## config.mk

```make
export PLATFORM = sky130hd
export DESIGN_NAME = edp_ctrl
export DESIGN_NICKNAME = d
export VERILOG_FILES = /design/src/hw/edp_pkg.sv /design/src/hw/edp_ctrl.sv
export SDC_FILE = /design/constraint.sdc
export NUM_CORES = 1
export LEC_CHECK = 0
export BUFFER_PORTS_ARGS = -buffer_cell sky130_fd_sc_hd__buf_4
export CAP_MARGIN = 10
export CORE_MARGIN = 1.5
export CORE_UTILIZATION = 50
export DETAILED_ROUTE_END_ITERATION = 10
export HOLD_SLACK_MARGIN = 0.1
export PLACE_DENSITY_LB_ADDON = 0.12
export SLEW_MARGIN = 40
export SYNTH_ARGS = -nofsm -noshare
export SYNTH_HDL_FRONTEND = slang
export SYNTH_SLANG_ARGS = --single-unit
```

## constraint.sdc

```tcl
create_clock -name clk_sys_i -period 4.5 [get_ports clk_sys_i]
set_input_delay 0.45 -clock clk_sys_i [delete_from_list [all_inputs] [get_ports clk_sys_i]]
set_output_delay 0.45 -clock clk_sys_i [all_outputs]
set_load 0.02 [all_outputs]
```

## src/hw/edp_pkg.sv

```systemverilog
`default_nettype none
// ==========================================================
// Shared constants for the page-mode DRAM host controller
package edp_pkg;
    // System clock period in picoseconds (250 MHz)
    localparam int CLK_PS = 4000;
    // Pin and word widths
    localparam int ADDR_PINS = 12;
    localparam int DQ_W = 4;
    localparam int SYNC_STAGES = 2;
    localparam int CNT_W = 16;
    // Wake-up refresh count after the initial pause
    localparam int INIT_REFRESHES = 8;
    // Device timings, each in its natural unit
    localparam int T_RCD_NS = 14;
    localparam int T_RAS_NS = 60;
    localparam int T_RP_NS = 40;
    localparam int T_CSR_NS = 5;
    localparam int T_SR_EXIT_NS = 105;
    localparam int T_INIT_US = 100;
    localparam int T_SRE_US = 100;
    // Distributed refresh spacing: 31.25 us (4K) and 62.5 us (2K), kept in ns
    localparam int T_REFI_4K_NS = 31250;
    localparam int T_REFI_2K_NS = 62500;
    // Least times round up, longest times round down
    localparam int RCD_CYC = (T_RCD_NS * 1000 + CLK_PS - 1) / CLK_PS;
    localparam int RAS_CYC = (T_RAS_NS * 1000 + CLK_PS - 1) / CLK_PS;
    localparam int RP_CYC = (T_RP_NS * 1000 + CLK_PS - 1) / CLK_PS;
    localparam int CSR_CYC = (T_CSR_NS * 1000 + CLK_PS - 1) / CLK_PS;
    localparam int SR_EXIT_CYC = (T_SR_EXIT_NS * 1000 + CLK_PS - 1) / CLK_PS;
    localparam int INIT_CYC_DOC = (T_INIT_US * 1000000 + CLK_PS - 1) / CLK_PS;
    localparam int SRE_CYC_DOC = (T_SRE_US * 1000000 + CLK_PS - 1) / CLK_PS;
    localparam int REFI_CYC_DOC = (T_REFI_4K_NS * 1000) / CLK_PS;
    // Column phase lengths: writes fill out the row pulse, reads add sync latency
    localparam int COL_WR_CYC = RAS_CYC - RCD_CYC;
    localparam int COL_RD_CYC = RAS_CYC - RCD_CYC + SYNC_STAGES;
endpackage : edp_pkg
`default_nettype wire

```

## src/hw/edp_ctrl.sv

```systemverilog
// Contract
// - Row address captured at row strobe fall: 11 bits (2K) or 12 (4K).
// - Column address captured by column strobe: 11 bits (2K) or 10 (4K).
// - Write strobe high selects read, low selects write.
// - Controller raises output gate before driving write data on late writes.
// - Page opens on row strobe fall, columns follow, row strobe rise closes.
// - Controller covers every row address within the refresh_window.
// - Self refresh starts from column-first refresh with long row strobe low.
// - Extended period allows one row every 31.25 us (4K) or 62.5 us (2K).
// - Self refresh ends after row strobe is held high for exit time.
// - Distributed refresh needs no burst after self refresh exit.
// - After power-up wait the pause, then eight refresh cycles before access.
// - Self refresh entry holds row strobe low at least 100 us.
// - Self refresh exit precharge lasts at least 90 or 105 ns.
`default_nettype none
module edp_ctrl
    import edp_pkg::*;
#(
    parameter int ROW_W = 12,
    parameter int COL_W = 10,
    parameter int INIT_CYC = INIT_CYC_DOC,
    parameter int SRE_CYC = SRE_CYC_DOC,
    parameter int REFI_CYC = REFI_CYC_DOC
) (
    input wire logic clk_sys_i,
    input wire logic rst_n_i,
    input wire logic req_valid_i,
    output logic req_ready_o,
    input wire logic req_write_i,
    input wire logic [ROW_W+COL_W-1:0] req_addr_i,
    input wire logic [DQ_W-1:0] req_wdata_i,
    output logic rd_valid_o,
    output logic [DQ_W-1:0] rd_data_o,
    input wire logic rd_ready_i,
    input wire logic self_refresh_req_i,
    output logic self_refresh_active_o,
    output logic init_done_o,
    output logic row_strobe_n_o,
    output logic column_strobe_n_o,
    output logic write_strobe_n_o,
    output logic output_gate_n_o,
    output logic [ADDR_PINS-1:0] addr_o,
    input wire logic [DQ_W-1:0] dq_i,
    output logic [DQ_W-1:0] dq_o,
    output logic dq_oe_o
);
    // ==========================================================
    // State machine codes
    typedef enum logic [3:0] {
        ST_INIT = 4'h0,
        ST_IDLE = 4'h1,
        ST_ROW = 4'h2,
        ST_COL = 4'h3,
        ST_PRE = 4'h4,
        ST_REF_COL = 4'h5,
        ST_REF_ROW = 4'h6,
        ST_SELF = 4'h7,
        ST_SR_X = 4'h8
    } edp_state_type;

    edp_state_type state_q;
    logic [CNT_W-1:0] cnt_q;
    logic [CNT_W-1:0] ref_cnt_q;
    logic [3:0] ref_left_q;
    logic ref_pend_q;
    logic sr_go_q;
    logic rd_q;
    logic [ROW_W-1:0] row_q;
    logic [COL_W-1:0] col_q;
    logic [DQ_W-1:0] dq_s1_q;
    logic [DQ_W-1:0] dq_s2_q;
    logic [DQ_W-1:0] sk_q;
    logic sk_v_q;

    // ==========================================================
    // Decodes
    wire logic done = (cnt_q == '0);
    wire logic accept = (state_q == ST_IDLE) && req_ready_o && req_valid_i;
    wire logic push = (state_q == ST_COL) && done && rd_q;
    wire logic pop = rd_valid_o && rd_ready_i;
    wire logic ref_tick = (ref_cnt_q == CNT_W'(REFI_CYC - 1));
    wire logic ref_clr = (state_q == ST_IDLE) && !accept && ref_pend_q;
    wire logic ref_need = ref_pend_q || (ref_left_q != '0);
    wire logic [ADDR_PINS-1:0] row_pins = ADDR_PINS'(row_q);
    wire logic [ADDR_PINS-1:0] col_pins = ADDR_PINS'(col_q); // Upper pins driven low

    // Data pins pass two flops before anything reads them
    always_ff @(posedge clk_sys_i) begin
        dq_s1_q <= dq_i;
        dq_s2_q <= dq_s1_q;
    end

    // ==========================================================
    // Refresh interval timer; a new tick beats a clear in the same cycle
    always_ff @(posedge clk_sys_i) begin
        if (!rst_n_i || ref_tick) begin
            ref_cnt_q <= '0;
        end else begin
            ref_cnt_q <= ref_cnt_q + 1'b1;
        end
        if (!rst_n_i) begin
            ref_pend_q <= 1'b0;
        end else begin
            ref_pend_q <= ref_tick || (state_q == ST_SR_X && done) || (ref_pend_q && !ref_clr);
        end
    end

    // ==========================================================
    // Two-entry read buffer: output stage plus skid, so a stalled reader loses nothing
    always_ff @(posedge clk_sys_i) begin
        if (!rst_n_i) begin
            rd_valid_o <= 1'b0;
            rd_data_o <= '0;
            sk_v_q <= 1'b0;
            sk_q <= '0;
        end else if (!rd_valid_o || pop) begin
            rd_valid_o <= sk_v_q || push;
            rd_data_o <= sk_v_q ? sk_q : dq_s2_q;
            sk_v_q <= sk_v_q && push;
            sk_q <= dq_s2_q;
        end else if (push) begin
            sk_v_q <= 1'b1;
            sk_q <= dq_s2_q;
        end
    end

    // ==========================================================
    // Main sequencer; one access per page keeps the row pulse short and bounded
    always_ff @(posedge clk_sys_i) begin
        if (!rst_n_i) begin
            state_q <= ST_INIT;
            cnt_q <= CNT_W'(INIT_CYC - 1);
            ref_left_q <= '0;
            sr_go_q <= 1'b0;
            rd_q <= 1'b0;
            row_q <= '0;
            col_q <= '0;
            req_ready_o <= 1'b0;
            init_done_o <= 1'b0;
            self_refresh_active_o <= 1'b0;
            row_strobe_n_o <= 1'b1;
            column_strobe_n_o <= 1'b1;
            write_strobe_n_o <= 1'b1;
            output_gate_n_o <= 1'b1;
            addr_o <= '0;
            dq_o <= '0;
            dq_oe_o <= 1'b0;
        end else begin
            req_ready_o <= 1'b0;
            if (!done) begin
                cnt_q <= cnt_q - 1'b1;
            end
            unique case (state_q)
                ST_INIT: if (done) begin
                    ref_left_q <= 4'(INIT_REFRESHES);
                    state_q <= ST_IDLE;
                end
                ST_IDLE: if (accept) begin
                    {row_q, col_q} <= req_addr_i;
                    rd_q <= !req_write_i;
                    addr_o <= ADDR_PINS'(req_addr_i[ROW_W+COL_W-1:COL_W]);
                    row_strobe_n_o <= 1'b0;
                    write_strobe_n_o <= !req_write_i; // Early write: low before column fall
                    dq_o <= req_wdata_i;
                    dq_oe_o <= req_write_i; // Gate already high while driving
                    cnt_q <= CNT_W'(RCD_CYC - 1);
                    state_q <= ST_ROW;
                end else if (ref_need || (self_refresh_req_i && init_done_o)) begin
                    sr_go_q <= !ref_need;
                    column_strobe_n_o <= 1'b0; // Column first, write strobe high
                    cnt_q <= CNT_W'(CSR_CYC - 1);
                    state_q <= ST_REF_COL;
                end else begin
                    req_ready_o <= init_done_o && !sk_v_q && !self_refresh_req_i;
                end
                ST_ROW: if (done) begin
                    addr_o <= col_pins;
                    column_strobe_n_o <= 1'b0;
                    output_gate_n_o <= !rd_q;
                    cnt_q <= rd_q ? CNT_W'(COL_RD_CYC - 1) : CNT_W'(COL_WR_CYC - 1);
                    state_q <= ST_COL;
                end
                ST_COL: if (done) begin
                    row_strobe_n_o <= 1'b1; // Both strobes high: standby
                    column_strobe_n_o <= 1'b1; // Column never held low past the page
                    write_strobe_n_o <= 1'b1;
                    output_gate_n_o <= 1'b1;
                    dq_oe_o <= 1'b0;
                    cnt_q <= CNT_W'(RP_CYC - 1);
                    state_q <= ST_PRE;
                end
                ST_PRE: if (done) begin
                    state_q <= ST_IDLE;
                end
                ST_REF_COL: if (done) begin
                    row_strobe_n_o <= 1'b0;
                    cnt_q <= CNT_W'(RAS_CYC - 1);
                    state_q <= ST_REF_ROW;
                end
                ST_REF_ROW: if (done) begin
                    if (sr_go_q && self_refresh_req_i) begin
                        self_refresh_active_o <= 1'b1;
                        cnt_q <= CNT_W'(SRE_CYC - 1);
                        state_q <= ST_SELF;
                    end else begin
                        if (ref_left_q != '0) begin
                            ref_left_q <= ref_left_q - 1'b1;
                            init_done_o <= (ref_left_q == 4'h1);
                        end
                        row_strobe_n_o <= 1'b1;
                        column_strobe_n_o <= 1'b1;
                        cnt_q <= CNT_W'(RP_CYC - 1);
                        state_q <= ST_PRE;
                    end
                end
                ST_SELF: if (done && !self_refresh_req_i) begin
                    self_refresh_active_o <= 1'b0;
                    row_strobe_n_o <= 1'b1;
                    column_strobe_n_o <= 1'b1;
                    cnt_q <= CNT_W'(SR_EXIT_CYC - 1);
                    state_q <= ST_SR_X;
                end
                ST_SR_X: if (done) begin
                    state_q <= ST_IDLE;
                end
                default: state_q <= ST_IDLE;
            endcase
        end
    end

    // ==========================================================
    // Checks on the pins the controller drives, on init_done_o and on refresh service
    logic [CNT_W-1:0] ras_lo_q;
    logic [CNT_W-1:0] ras_hi_q;
    always_ff @(posedge clk_sys_i) begin
        if (!rst_n_i) begin
            ras_lo_q <= '0;
            ras_hi_q <= '0;
        end else begin
            ras_lo_q <= row_strobe_n_o ? '0 : ras_lo_q + CNT_W'(ras_lo_q != '1);
            ras_hi_q <= !row_strobe_n_o ? '0 : ras_hi_q + CNT_W'(ras_hi_q != '1);
        end
    end
endmodule : edp_ctrl
`default_nettype wire

```

# Word-level counts from Yosys, hierarchy flattened
# Cells that the tools add are included.
# word_totals
elab_cells	164
regBits	95
out_inout_bits	29
inputBits	36
# op_classes
mux	54
addsub	3
bitwise	4
reduce_logical	55
n_eq_ne	24
# op_table
cell	n
$mux 16	8
$pmux 16 s6	1
$mux 4	15
$pmux 4 s7	1
$mux 12	2
$pmux 12 s2	1
$ne 2x2->1 const B	11
$add 16x1->16 const B	1
$eq 16x13->1 const B	1
$eq 4x3->1 const B	4
$logic_not 16->1	1
$mux 1	16
$sub 16x1->16 const B	1
$logic_and 1x1->1	15
$mux 15	1
$reduce_and 7->1	2
$reduce_and 3->1	4
$reduce_bool 2->1	6
$pmux 1 s5	2
$reduce_bool 5->1	2
$logic_not 1->1	9
$eq 4x1->1 const B	2
$eq 4x2->1 const B	2
$pmux 1 s2	4
other kinds (17)	28

# Depth between registers and ports, before layout
# Gate-level depths: netlist of run 1.
# logic_depth
word_depth	9
depth_mapped	11
ltp_nobuf	11

# Worst setup path after synthesis of run 1
# No wires, ideal clock.
# synth_timing
path_type	register to register
start	reg cnt_q[0]
end	reg cnt_q[0]
path_stages_with_launch	12
t_required_ps	4373
n_path_buf	0
period_less_slack_ps	2273
setup_time_ps	127
slack_ps	2227
t_arrival_ps	2146
cell_sequence	dfxtp_1 inv_1 ha_1 nor4b_4 nand4_1 nand2b_1 ha_1 nor2_1 a211oi_1 o21ai_0 a21oi_1 or3_1
# synth_via
elab_chain_len	5
elab_cells_between_ends	12
cone_classes	1 x add/sub; 9 x mux; 2 x reduce/logical
# synth_rtl
item	line_no	source
from (decl)	edp_ctrl.sv:62	logic [CNT_W-1:0] cnt_q;
from (signal assigned)	edp_ctrl.sv:132	cnt_q <= CNT_W'(INIT_CYC - 1);
from (signal assigned)	edp_ctrl.sv:151	cnt_q <= cnt_q - 1'b1;
from (signal assigned)	edp_ctrl.sv:166	cnt_q <= CNT_W'(RCD_CYC - 1);
$sub 16x1->16 / $logic_not 16->1 (equally long branches)	edp_ctrl.sv:151, edp_ctrl.sv:77	
$mux 16	edp_ctrl.sv:150	if (!done) begin
$mux 16	edp_ctrl.sv:168	end else if (ref_need || (self_refresh_req_i && init_done_o)) begin
$mux 16	edp_ctrl.sv:158	ST_IDLE: if (accept) begin
$pmux 16 s6 *	edp_ctrl.sv:153	unique case (state_q)
# Every way passes the cells marked *; elsewhere a longest branch is shown, timed or not.
# A chain may end at the register's enable or synchronous reset.

# Worst setup path in the final report of run 1
# layout_timing
start	reg state_q[0]
end	reg addr_o[3]
# layout_via
elab_chain_len	5
elab_cells_between_ends	9
cone_classes	4 x eq/ne; 1 x mux; 4 x reduce/logical
# layout_rtl
item	line_no	source
from (decl)	edp_ctrl.sv:61	edp_state_type state_q;
from (signal assigned)	edp_ctrl.sv:131	state_q <= ST_INIT;
from (signal assigned)	edp_ctrl.sv:156	state_q <= ST_IDLE;
from (signal assigned)	edp_ctrl.sv:167	state_q <= ST_ROW;
$eq 4x1->1	edp_ctrl.sv:78, edp_ctrl.sv:153	
$logic_and 1x1->1 (2 in series)	edp_ctrl.sv:78	wire logic accept = (state_q == ST_IDLE) && req_ready_o && req_valid_i;
$ne 2x2->1 (no source line)	n/a	
$reduce_and 3->1 (no source line)	n/a	
to (signal assigned)	edp_ctrl.sv:161	addr_o <= ADDR_PINS'(req_addr_i[ROW_W+COL_W-1:COL_W]);
to (signal assigned)	edp_ctrl.sv:177	addr_o <= col_pins;
to (decl)	edp_ctrl.sv:42	output logic [ADDR_PINS-1:0] addr_o,
# Several ways; a longest one is shown, not always the timed one.

==> run summary, run 1 <==
Final Cycle Share: 62.8%
Worst-path fanout max: 21
Critical path required time: 4770 ps
Hold_buf cts: 0
Vias in the first global route: 3,555
Area delta synth->final: 15.7%
Starting Density: 51.4%
Worst slew pin tran: 817 ps
Multi-input gate area in the final layout: 0.00243 mm^2
Die area: 0.00954 mm^2
Yosys top cell area share: 42.4%
Cell taking the most area after synthesis: dfxtp_1
H-Tree Depth: 3
Clk Latency, worst-skew pair: 360 ps
Async S/R FF share, synth: 0%
Global-route wire length before repair: 16,900 um
Cell variety after synth: 68
Vias/cell: 5.67
Synth Net Count: 560
DP HPWL: 6920 um
Synth cell count leaders: dfxtp_1, nand2_1, nor2_1
CTS tree: done
Tmin final: 2830 ps
CP max stage cell: dfxtp_1
Post-CTS Resized: 0
Antenna Nets Post-Route: 0
Mapped Area: 0.00448 mm^2
Root Buffer: clkbuf_8
Final #Nets: 610
Placer Congestion: 0.908
CP max stage delay: 730 ps
Hold_sp: dq_i[2]
CP Capture Type: flop
Largest cells by area after synthesis: dfxtp_1, nand2_1, nor2_1
Sequential area share after synthesis: 42.4%
Post-Synth Simple-Gate Area: 27.9%
Number of synthesized flops with an enable pin: 0
Clock skew: 11.3 ps
# rows: 34
IO buf count: 64
LEAKAGE: 1.99 nW
CP Cell Sequence: nor4b_2 -> nand3_1 -> o21ai_2 -> nor2_1 -> a311oi_1
Overflow left after global routing: 0
WL/cell: 14.4 um
TNS Setup: 0 ps
Filler cell count in the final layout: 798
Synth Flop Type: dfxtp_1
Area share of fa/ha/maj cells after synthesis: 2.23%
R2R cell count: 5
Clk sinks: 95
# Post-CTS Setup Buffers: 0
Mux contribution to synthesized area: 2.71%
Vias: 3,851
Largest family of logic cells by synthesized area: simple AND/OR/NAND/NOR gates
Achievable clock frequency: 0.354 GHz
TritonCTS buffer count: 9
CP Class: flop to flop
Initial antenna violation count: 0
Yosys reg bits: 95
Drt drc: 0
Hold EP: dq_s1_q[2]
Reg2Reg Setup Slack: 1670 ps
Max Slew Vio Count: 0
Die Span X: 97.7 um
Per-instance average area after synthesis: 8.68 um^2
Top-count cell post-synth: dfxtp_1
Relative slew slack: 45.1%
Min-delay worst type: input pin to flop
FF-to-FF End: addr_o[3]
Register area: 0.00190 mm^2
Hold depth: 1
Peak VDD IR: 0.196 mV
Clock-pin slew on the worst setup and hold paths: 100 ps
Core area: 0.00872 mm^2
Die H: 97.7 um
Critical Path Source Type: flop
Drt first pass iters: 5
Status: complete, no violations
Largest net degree at the start of global routing: 31
Reg-to-Reg Start: state_q[0]
Top Ports: 65
Max-Cap Viols: 0
RSZ-0062 raised after global routing: false
Post-Synth XOR/XNOR Area: 4.89%
Final number of hold-violating endpoints: 0
Smallest hold slack: 179 ps
Total GRT Usage: 21.0%
CP Data Arrival Time: 3100 ps
Compound-Gate Fraction of Synth Area: 16.4%
Total routed wirelength: 9780 um
Pwr dens: 351 mW/mm^2
Layout cells sized above 1: 18.9%
Longest Clk Path Bufs: 2
Mapped Cells: 516
Number of diodes: 0
Final setup violation count: 0
Yosys warns: 0
CP Launch Point: state_q[0]
Initial DRC Count: 297
worst max path at each step:
stage,slack (ps),end
6_report,1670,addr_o[3]
4_1_cts,1700,addr_o[3]
3_3_place_gp,1530,addr_o[3]
3_5_place_dp,1720,addr_o[3]
2_1_floorplan,2230,cnt_q[0]
5_1_grt,1360,addr_o[2]
power by group:
| group | switching, mW | internal [mW] | total, mW |
|---|---|---|---|
| logic | 0.171 | 0.149 | 0.320 |
| clock network | 0.325 | 0.213 | 0.539 |
| registers | 0.0789 | 0.884 | 0.963 |
per-stage QoR:
| stage | util [%] | worst slack [ps] | std cells | instance area, um^2 | total power, mW |
|---|---|---|---|---|---|
| after CTS | 59.5 | 1700 | 679 | 5180 | 1.84 |
| after global placement | 57.2 | 1530 | 663 | 4990 | 1.29 |
| after floorplan | - | 2230 | 516 | 4480 | 1.21 |
| final | 59.5 | 1670 | 679 | 5180 | 1.82 |
| after detailed placement | 57.3 | 1720 | 663 | 4990 | 1.30 |
| after global routing | 59.5 | 1360 | 679 | 5180 | 1.91 |
metal layers:
metal | part of all wire, % | vias to the layer above | GRT usage [%]
met4 | 0.95 | 0 | 5.71
met5 | 0 | - | 0
met3 | 5.7 | 14 | 4.68
met1 | 47 | 1801 | 28.0
met2 | 47 | 108 | 34.3
li1 | - | 1928 | -
cell usage in the layout, fill, tap and decap left out, drive strengths merged, types with 6 or more instances in the layout:
cell    instances
dfxtp          95
nand2          76
buf            67
nor2           64
a21oi          30
nand3          24
o21ai          20
xor2           19
nor3           16
mux2i          11
a311oi         11
inv            10
and3            9
a211oi          9
clkbuf          9
nor2b           8
ha              8
nand4           7
nor4b           7
xnor2           6
nand2b          6
final cells by class:
| type | count | area share (%) |
|---|---|---|
| inverter | 7 | 0.507 |
| clock inverter | 7 | 1.28 |
| multi-input combinational | 386 | 46.8 |
| sequential | 95 | 36.7 |
| timing repair buffer | 67 | 9.70 |
| clock buffer | 9 | 2.39 |
| tap | 108 | 2.61 |
worst max-delay path, delay by kind of cell, from the launching register on:
family,cells,cell delay (ps)
DFF,1,730
and+or+nand+nor,3,1190
AOI/OAI and AO/OA,2,810
flip-flops by register name, summed over array words and instances, names as in the netlist, 4 cells and up:
signal,flops
col_q,10
cnt_q,16
ref_left_q,4
dq_s1_q,4
dq_o,4
rd_data_o,4
sk_q,4
addr_o,12
ref_cnt_q,16
state_q,4
dq_s2_q,4
logic make-up after synthesis:
| group | count (synthesis) |
|---|---|
| XOR/XNOR | 25 |
| buffers and inverters | 35 |
| flip-flops | 95 |
| AND/OR/NAND/NOR | 241 |
| adder cells (fa/ha/maj) | 8 |
| multiplexers | 12 |
| AO/OA/AOI/OAI | 100 |
(Power assumes the default switching activity.)
==> run 2: changes to the inputs <==
- clock period: 4.5 -> 2.9 ns (I/O delays scaled with it)
==> run 2 against run 1 <==
Global-route usage is 1.4 points higher. Maximum frequency is 9.8% higher. Highest routed layer unchanged. Worst setup slack worse by 1300 ps. Core utilization is 1.2 points higher. First-iteration DRC count is 29% lower. Critical path type unchanged. Critical path depth is 6 higher. Non-clock buffer count is 12 higher. Clock-buffer cell count is 1 higher. Largest cell class unchanged. Largest power group unchanged. Sequential cell count stayed put. Register-to-register slack worse by 1300 ps. Sequential power is 53% higher. Combinational power is 74% higher.
==> run summary, run 2 (synthesized netlist as in run 1, its figures left out) <==
Status: complete, no violations (unchanged)
Antenna Nets Post-Route: 0 (unchanged)
Worst-path fanout max: 5 (was 21)
Vias: 3,898 (was 3,851)
Worst slew pin tran: 567 ps (was 817 ps)
Most frequent cells in the layout: dfxtp_1, nand2_1, buf_4, nor2_1, a21oi_1 (unchanged)
Total routed wirelength: 10,400 um (was 9780 um)
Vias in the first global route: 3,735 (was 3,555)
Drt drc: 0 (unchanged)
Peak VDD IR: 0.270 mV (was 0.196 mV)
Overflow left after global routing: 0 (unchanged)
Clock skew: 12.7 ps (was 11.3 ps)
Gr busiest metal: met2 (unchanged)
Global-route wire length before repair: 17,500 um (was 16,900 um)
Number of diodes: 0 (unchanged)
Min-delay worst type: input pin to flop (unchanged)
CP Class: flop to flop (unchanged)
H-Tree Depth: 3 (unchanged)
Achievable clock frequency: 0.388 GHz (was 0.354 GHz)
Core area: 0.00872 mm^2 (unchanged)
Critical Path Source Type: flop (unchanged)
Top Ports: 65 (unchanged)
CTS tree: done (unchanged)
Max-Cap Viols: 0 (unchanged)
CP max stage delay: 370 ps (was 730 ps)
Met2 Resource Use GR: 35.6% (was 34.3%)
Final #Nets: 622 (was 610)
Final setup violation count: 0 (unchanged)
IO buf count: 64 (unchanged)
Crit-path most repeated cell: ha_1
Hold_sp: req_addr_i[6] (was dq_i[2])
Clk Latency, worst-skew pair: 370 ps (was 360 ps)
TritonCTS buffer count: 9 (unchanged)
RSZ-0062 raised after global routing: false (unchanged)
Buffers & Inverters on Critical Path: 1 (was 0)
Starting Density: 51.4% (unchanged)
Hold EP: col_q[6] (was dq_s1_q[2])
Die Span X: 97.7 um (unchanged)
Placer Congestion: 0.865 (was 0.908)
Hold depth: 3 (was 1)
Critical path required time: 3160 ps (was 4770 ps)
R2R cell count: 11 (was 5)
Filler cell count in the final layout: 768 (was 798)
CP Capture Type: flop (unchanged)
Initial antenna violation count: 0 (unchanged)
Final number of hold-violating endpoints: 0 (unchanged)
Final Cycle Share: 88.8% (was 62.8%)
# Post-CTS Setup Buffers: 0 (unchanged)
CP Data Arrival Time: 2840 ps (was 3100 ps)
Layout cells sized above 1: 19.9% (was 18.9%)
Met1 Usage GRT: 30.5% (was 28.0%)
WL/cell: 15.1 um (was 14.4 um)
Longest Clk Path Bufs: 2 (unchanged)
Initial DRC Count: 210 (was 297)
Tmin final: 2580 ps (was 2830 ps)
Clk sinks: 95 (unchanged)
Met3 Use GR: 4.46% (was 4.68%)
TNS Setup: 0 ps (unchanged)
Total GRT Usage: 22.4% (was 21.0%)
Placed cells: 671 (was 663)
LEAKAGE: 2.05 nW (was 1.99 nW)
Die H: 97.7 um (unchanged)
Core Util, Final: 60.6% (was 59.5%)
Largest net degree at the start of global routing: 28 (was 31)
Clock-pin slew on the worst setup and hold paths: 100 ps (about the same)
Die area: 0.00954 mm^2 (unchanged)
Biggest regs: cnt_q x16, ref_cnt_q x16, addr_o x12 (unchanged)
Drt first pass iters: 5 (unchanged)
Max Slew Vio Count: 0 (unchanged)
DP HPWL: 7270 um (was 6920 um)
Area delta synth->final: 18.0% (was 15.7%)
CP Cell Sequence: inv_1 -> ha_1 -> nor4b_4 -> nand4_1 -> nand2b_1 -> ha_1 -> nor2_1 -> a211oi_1 -> o21ai_0 -> a21oi_1 -> or3_1 (was nor4b_2 -> nand3_1 -> o21ai_2 -> nor2_1 -> a311oi_1)
Relative slew slack: 61.9% (was 45.1%)
CP max stage cell: dfxtp_1 (unchanged)
FF-to-FF End: cnt_q[0] (was addr_o[3])
Reg2Reg Setup Slack: 320 ps (was 1670 ps)
Fin cells: 691 (was 679)
Vias/cell: 5.64 (was 5.67)
# rows: 34 (unchanged)
Reg-to-Reg Start: cnt_q[0] (was state_q[0])
Root Buffer: clkbuf_8 (unchanged)
Pwr dens: 545 mW/mm^2 (was 351 mW/mm^2)
Worst path top cell family by delay: simple AND/OR/NAND/NOR gates (unchanged)
Commonest non-fill, non-tap cell in the layout: dfxtp_1 (unchanged)
==> run 2: worst max path at each step <==
stage / startpoint / end / slack [ps] / depth (start not counted)
global route: cnt_q[0] / cnt_q[0] / 60 / 11
detailed placement: cnt_q[0] / cnt_q[0] / 350 / 11
finish: cnt_q[0] / cnt_q[0] / 320 / 11
floorplan: cnt_q[0] / cnt_q[0] / 630 / 11
CTS: cnt_q[0] / cnt_q[0] / 340 / 11
global placement: cnt_q[0] / cnt_q[0] / 490 / 11
==> run 2: layer usage <==
layer,vias up,routed length (um)
li1,1948,-
met1,1842,4940
met2,96,4840
met3,12,509
met4,0,124
met5,-,0
==> run 2: layout make-up <==
cell class                      count  area (um^2)  share of cell area (%)
Multi-Input combinational cell    386         2430                    46.0
Timing Repair Buffer               79          603                    11.4
Inverter                            7         26.3                   0.497
Sequential cell                    95         1900                    36.0
Clock inverter                      6         51.3                   0.970
Tap cell                          108          135                    2.56
Clock buffer                       10          138                    2.60
==> run 2: worst reg2reg max path, stage by stage (launching register included) <==
cell and delay [ps]:
dfxtp_1 370, inv_1 120, ha_1 170, nor4b_4 350
nand4_1 250, nand2b_1 260, ha_1 240, nor2_1 100
a211oi_1 60, o21ai_0 180, a21oi_1 80, or3_1 300
==> run 2: power breakdown <==
group	total (mW)	internal, mW	switching (mW)
Sequential	1.47	1.37	0.101
Combinational	0.558	0.248	0.309
Clock	0.851	0.351	0.500
==> run 2: what timing repair did <==
action | 4_1_cts | 5_1_grt
hold endpoints to repair | 4 | 0
resized for setup | 0 | 0
hold buffers | 4 | 0
==> run 2: stage by stage <==
| stage | cell area [um^2] | setup slack, ps | total power, mW | hold WS, ps |
|---|---|---|---|---|
| floorplan | 4480 | 627 | 1.87 | 310 |
| global placement | 5050 | 495 | 2.03 | 312 |
| detailed placement | 5050 | 354 | 2.04 | 314 |
| CTS | 5280 | 341 | 2.89 | 146 |
| global route | 5290 | 56.0 | 3.02 | 170 |
| finish | 5290 | 324 | 2.88 | 154 |
==> run 3: changes to the inputs <==
- ABC_AREA: unset -> 0
- RECOVER_POWER: unset -> 50
- SETUP_SLACK_MARGIN: unset -> 0.5
==> run 3 against run 2 <==
Sequential share of layout area increased by 0.17 points. Clock skew about the same. Register-to-register slack improved by 270 ps. Critical path depth decreased by 6. Via count increased by 1.9%. Hold slack about the same. Global-route usage about the same. Worst setup slack improved by 270 ps. First-iteration DRC count decreased by 1.9%. Sequential cell count unchanged. Wire length increased by 1.1%. Total power about the same. Highest routed layer unchanged.
==> run summary, run 3 (synthesized netlist as in run 1, its figures left out) <==
Peak VDD IR: 0.265 mV (was 0.270 mV)
Vias in the first global route: 3,745 (was 3,735)
Core area: 0.00872 mm^2 (unchanged)
LEAKAGE: 2.00 nW (was 2.05 nW)
Most frequent cells in the layout: dfxtp_1, nand2_1, nor2_1, buf_4, clkbuf_1 (was dfxtp_1, nand2_1, buf_4, nor2_1, a21oi_1)
Overflow left after global routing: 0 (unchanged)
RSZ-0062 raised after global routing: true (was false)
Layout cells sized above 1: 16.5% (was 19.9%)
Root Buffer: clkbuf_8 (unchanged)
Status: complete, no violations (unchanged)
Longest Clk Path Bufs: 2 (unchanged)
# rows: 34 (unchanged)
DP HPWL: 7270 um (unchanged)
Max-Cap Viols: 0 (unchanged)
TNS Setup: 0 ps (unchanged)
Met2 WL: 4900 um (was 4840 um)
Antenna Nets Post-Route: 0 (unchanged)
CP Launch Point: state_q[2] (was cnt_q[0])
Relative slew slack: 34.8% (was 61.9%)
Die area: 0.00954 mm^2 (unchanged)
Area delta synth->final: 17.6% (was 18.0%)
Worst-path fanout max: 17 (was 5)
Final #Nets: 634 (was 622)
Final number of hold-violating endpoints: 0 (unchanged)
TritonCTS buffer count: 9 (unchanged)
Clk Latency, worst-skew pair: 370 ps (about the same)
Max layer used: met4 (unchanged)
Critical Path Source Type: flop (unchanged)
Die H: 97.7 um (unchanged)
Initial antenna violation count: 0 (unchanged)
Commonest non-fill, non-tap cell in the layout: dfxtp_1 (unchanged)
Total GRT Usage: 22.5% (was 22.4%)
Placer Congestion: 0.865 (unchanged)
Sw Ratio: 31.6% (about the same)
Worst slew pin tran: 978 ps (was 567 ps)
CP Data Arrival Time: 2570 ps (was 2840 ps)
Largest net degree at the start of global routing: 28 (unchanged)
Drt first pass iters: 5 (unchanged)
Number of diodes: 0 (unchanged)
Clk sinks: 95 (unchanged)
Switching power: 0.910 mW (was 0.911 mW)
Pwr dens: 546 mW/mm^2 (was 545 mW/mm^2)
CP Capture Type: flop (unchanged)
Max Slew Vio Count: 0 (unchanged)
Power Total: 2.88 mW (about the same)
CTS tree: done (unchanged)
H-Tree Depth: 3 (unchanged)
Min-delay worst type: input pin to flop (unchanged)
Top Ports: 65 (unchanged)
CP Class: flop to flop (unchanged)
Global-route wire length before repair: 17,600 um (was 17,500 um)
Total routed wirelength: 10,500 um (was 10,400 um)
Pint: 1.97 mW (about the same)
Final Cycle Share: 79.5% (was 88.8%)
IO buf count: 64 (unchanged)
Tmin final: 2300 ps (was 2580 ps)
Hold_sp: req_addr_i[6] (unchanged)
Metal-1 WL: 4890 um (was 4940 um)
Biggest regs: cnt_q x16, ref_cnt_q x16, addr_o x12 (unchanged)
Achievable clock frequency: 0.434 GHz (was 0.388 GHz)
Final setup violation count: 0 (unchanged)
Clock-pin slew on the worst setup and hold paths: 100 ps (about the same)
WL/cell: 15.0 um (was 15.1 um)
Clock share of power: 29.5% (about the same)
Vias/cell: 5.65 (was 5.64)
Initial DRC Count: 206 (was 210)
Reg power frac: 51.2% (was 51.1%)
Vias: 3,973 (was 3,898)
Die Span X: 97.7 um (unchanged)
Drt drc: 0 (unchanged)
Clock skew: 12.6 ps (was 12.7 ps)
Reg-to-Reg Start: state_q[2] (was cnt_q[0])
Combinational Power Share: 19.3% (about the same)
Critical path required time: 3160 ps (about the same)
Starting Density: 51.4% (unchanged)
WL met3: 606 um (was 509 um)
run 3: changes by cell type in the layout (fill, tap and decap cells not counted):
cell	change
buf_4	-24
clkbuf_1	+32
clkbuf_4	+4
dfxtp_1	-2
dfxtp_2	+2
nand2b_1	-1
nand2b_4	+1
nor4b_1	+1
nor4b_2	-2
nor4b_4	+1
o21ai_0	-1
o21ai_1	+1
run 3: final timing paths:
| check | to | slack [ps] | cells after the start |
|---|---|---|---|
| worst max-delay path | cnt_q[0] | 600 | 5 |
| worst min-delay path | col_q[6] | 150 | 3 |
| worst min register to register | dq_s2_q[3] | 330 | 0 |
| worst max register to register | cnt_q[0] | 600 | 5 |
run 3: area by class of cell:
type / instances / area [um^2]
multi-input cells: 386 / 2440
flip-flops and latches: 95 / 1900
inverters: 7 / 26.3
clock inverters: 6 / 51.3
clock buffers: 10 / 138
repair buffers: 91 / 573
well taps: 108 / 135
fillers: 803 / 3450
run 3: timing repair:
item	CTS	global route
hold buffers	4	0
pin swaps	0	2
endpoints found under the setup margin	1	14
gates resized for setup	0	6
endpoints found under the hold margin	4	0
buffers inserted	1	11
run 3: power by group through the flow:
| stage | registers, mW | logic [mW] | clock network, mW |
|---|---|---|---|
| 5_1_grt | 1.48 | 0.614 | 0.926 |
| 4_1_cts | 1.47 | 0.549 | 0.876 |
| 3_5_place_dp | 1.50 | 0.542 | 0 |
| 2_1_floorplan | 1.47 | 0.398 | 0 |
| 6_report | 1.47 | 0.555 | 0.851 |
| 3_3_place_gp | 1.49 | 0.533 | 0 |
run 3: metal layers:
metal,vias to the layer above,track usage (%)
met2,113,35.8
met4,0,7.80
li1,1979,-
met1,1866,30.5
met5,-,0
met3,15,4.46
run 3: metrics by stage:
| stage | hold slack (ps) | std cells | worst slack [ps] | util, % | instance area [um^2] |
|---|---|---|---|---|---|
| after floorplan | 310 | 516 | 627 | - | 4480 |
| after global placement | 312 | 671 | 495 | 57.9 | 5050 |
| after detailed placement | 314 | 671 | 354 | 57.9 | 5050 |
| after CTS | 146 | 692 | 502 | 60.6 | 5290 |
| after global routing | 170 | 703 | 377 | 60.4 | 5270 |
| final | 154 | 703 | 596 | 60.4 | 5270 |
run 3: worst max-delay path, stage by stage, from the launching register on:
cell      delay [ps]
dfxtp_1          650
nor4b_1          200
nand3_1          140
clkbuf_1         660
nand2_1          150
or3_1            400
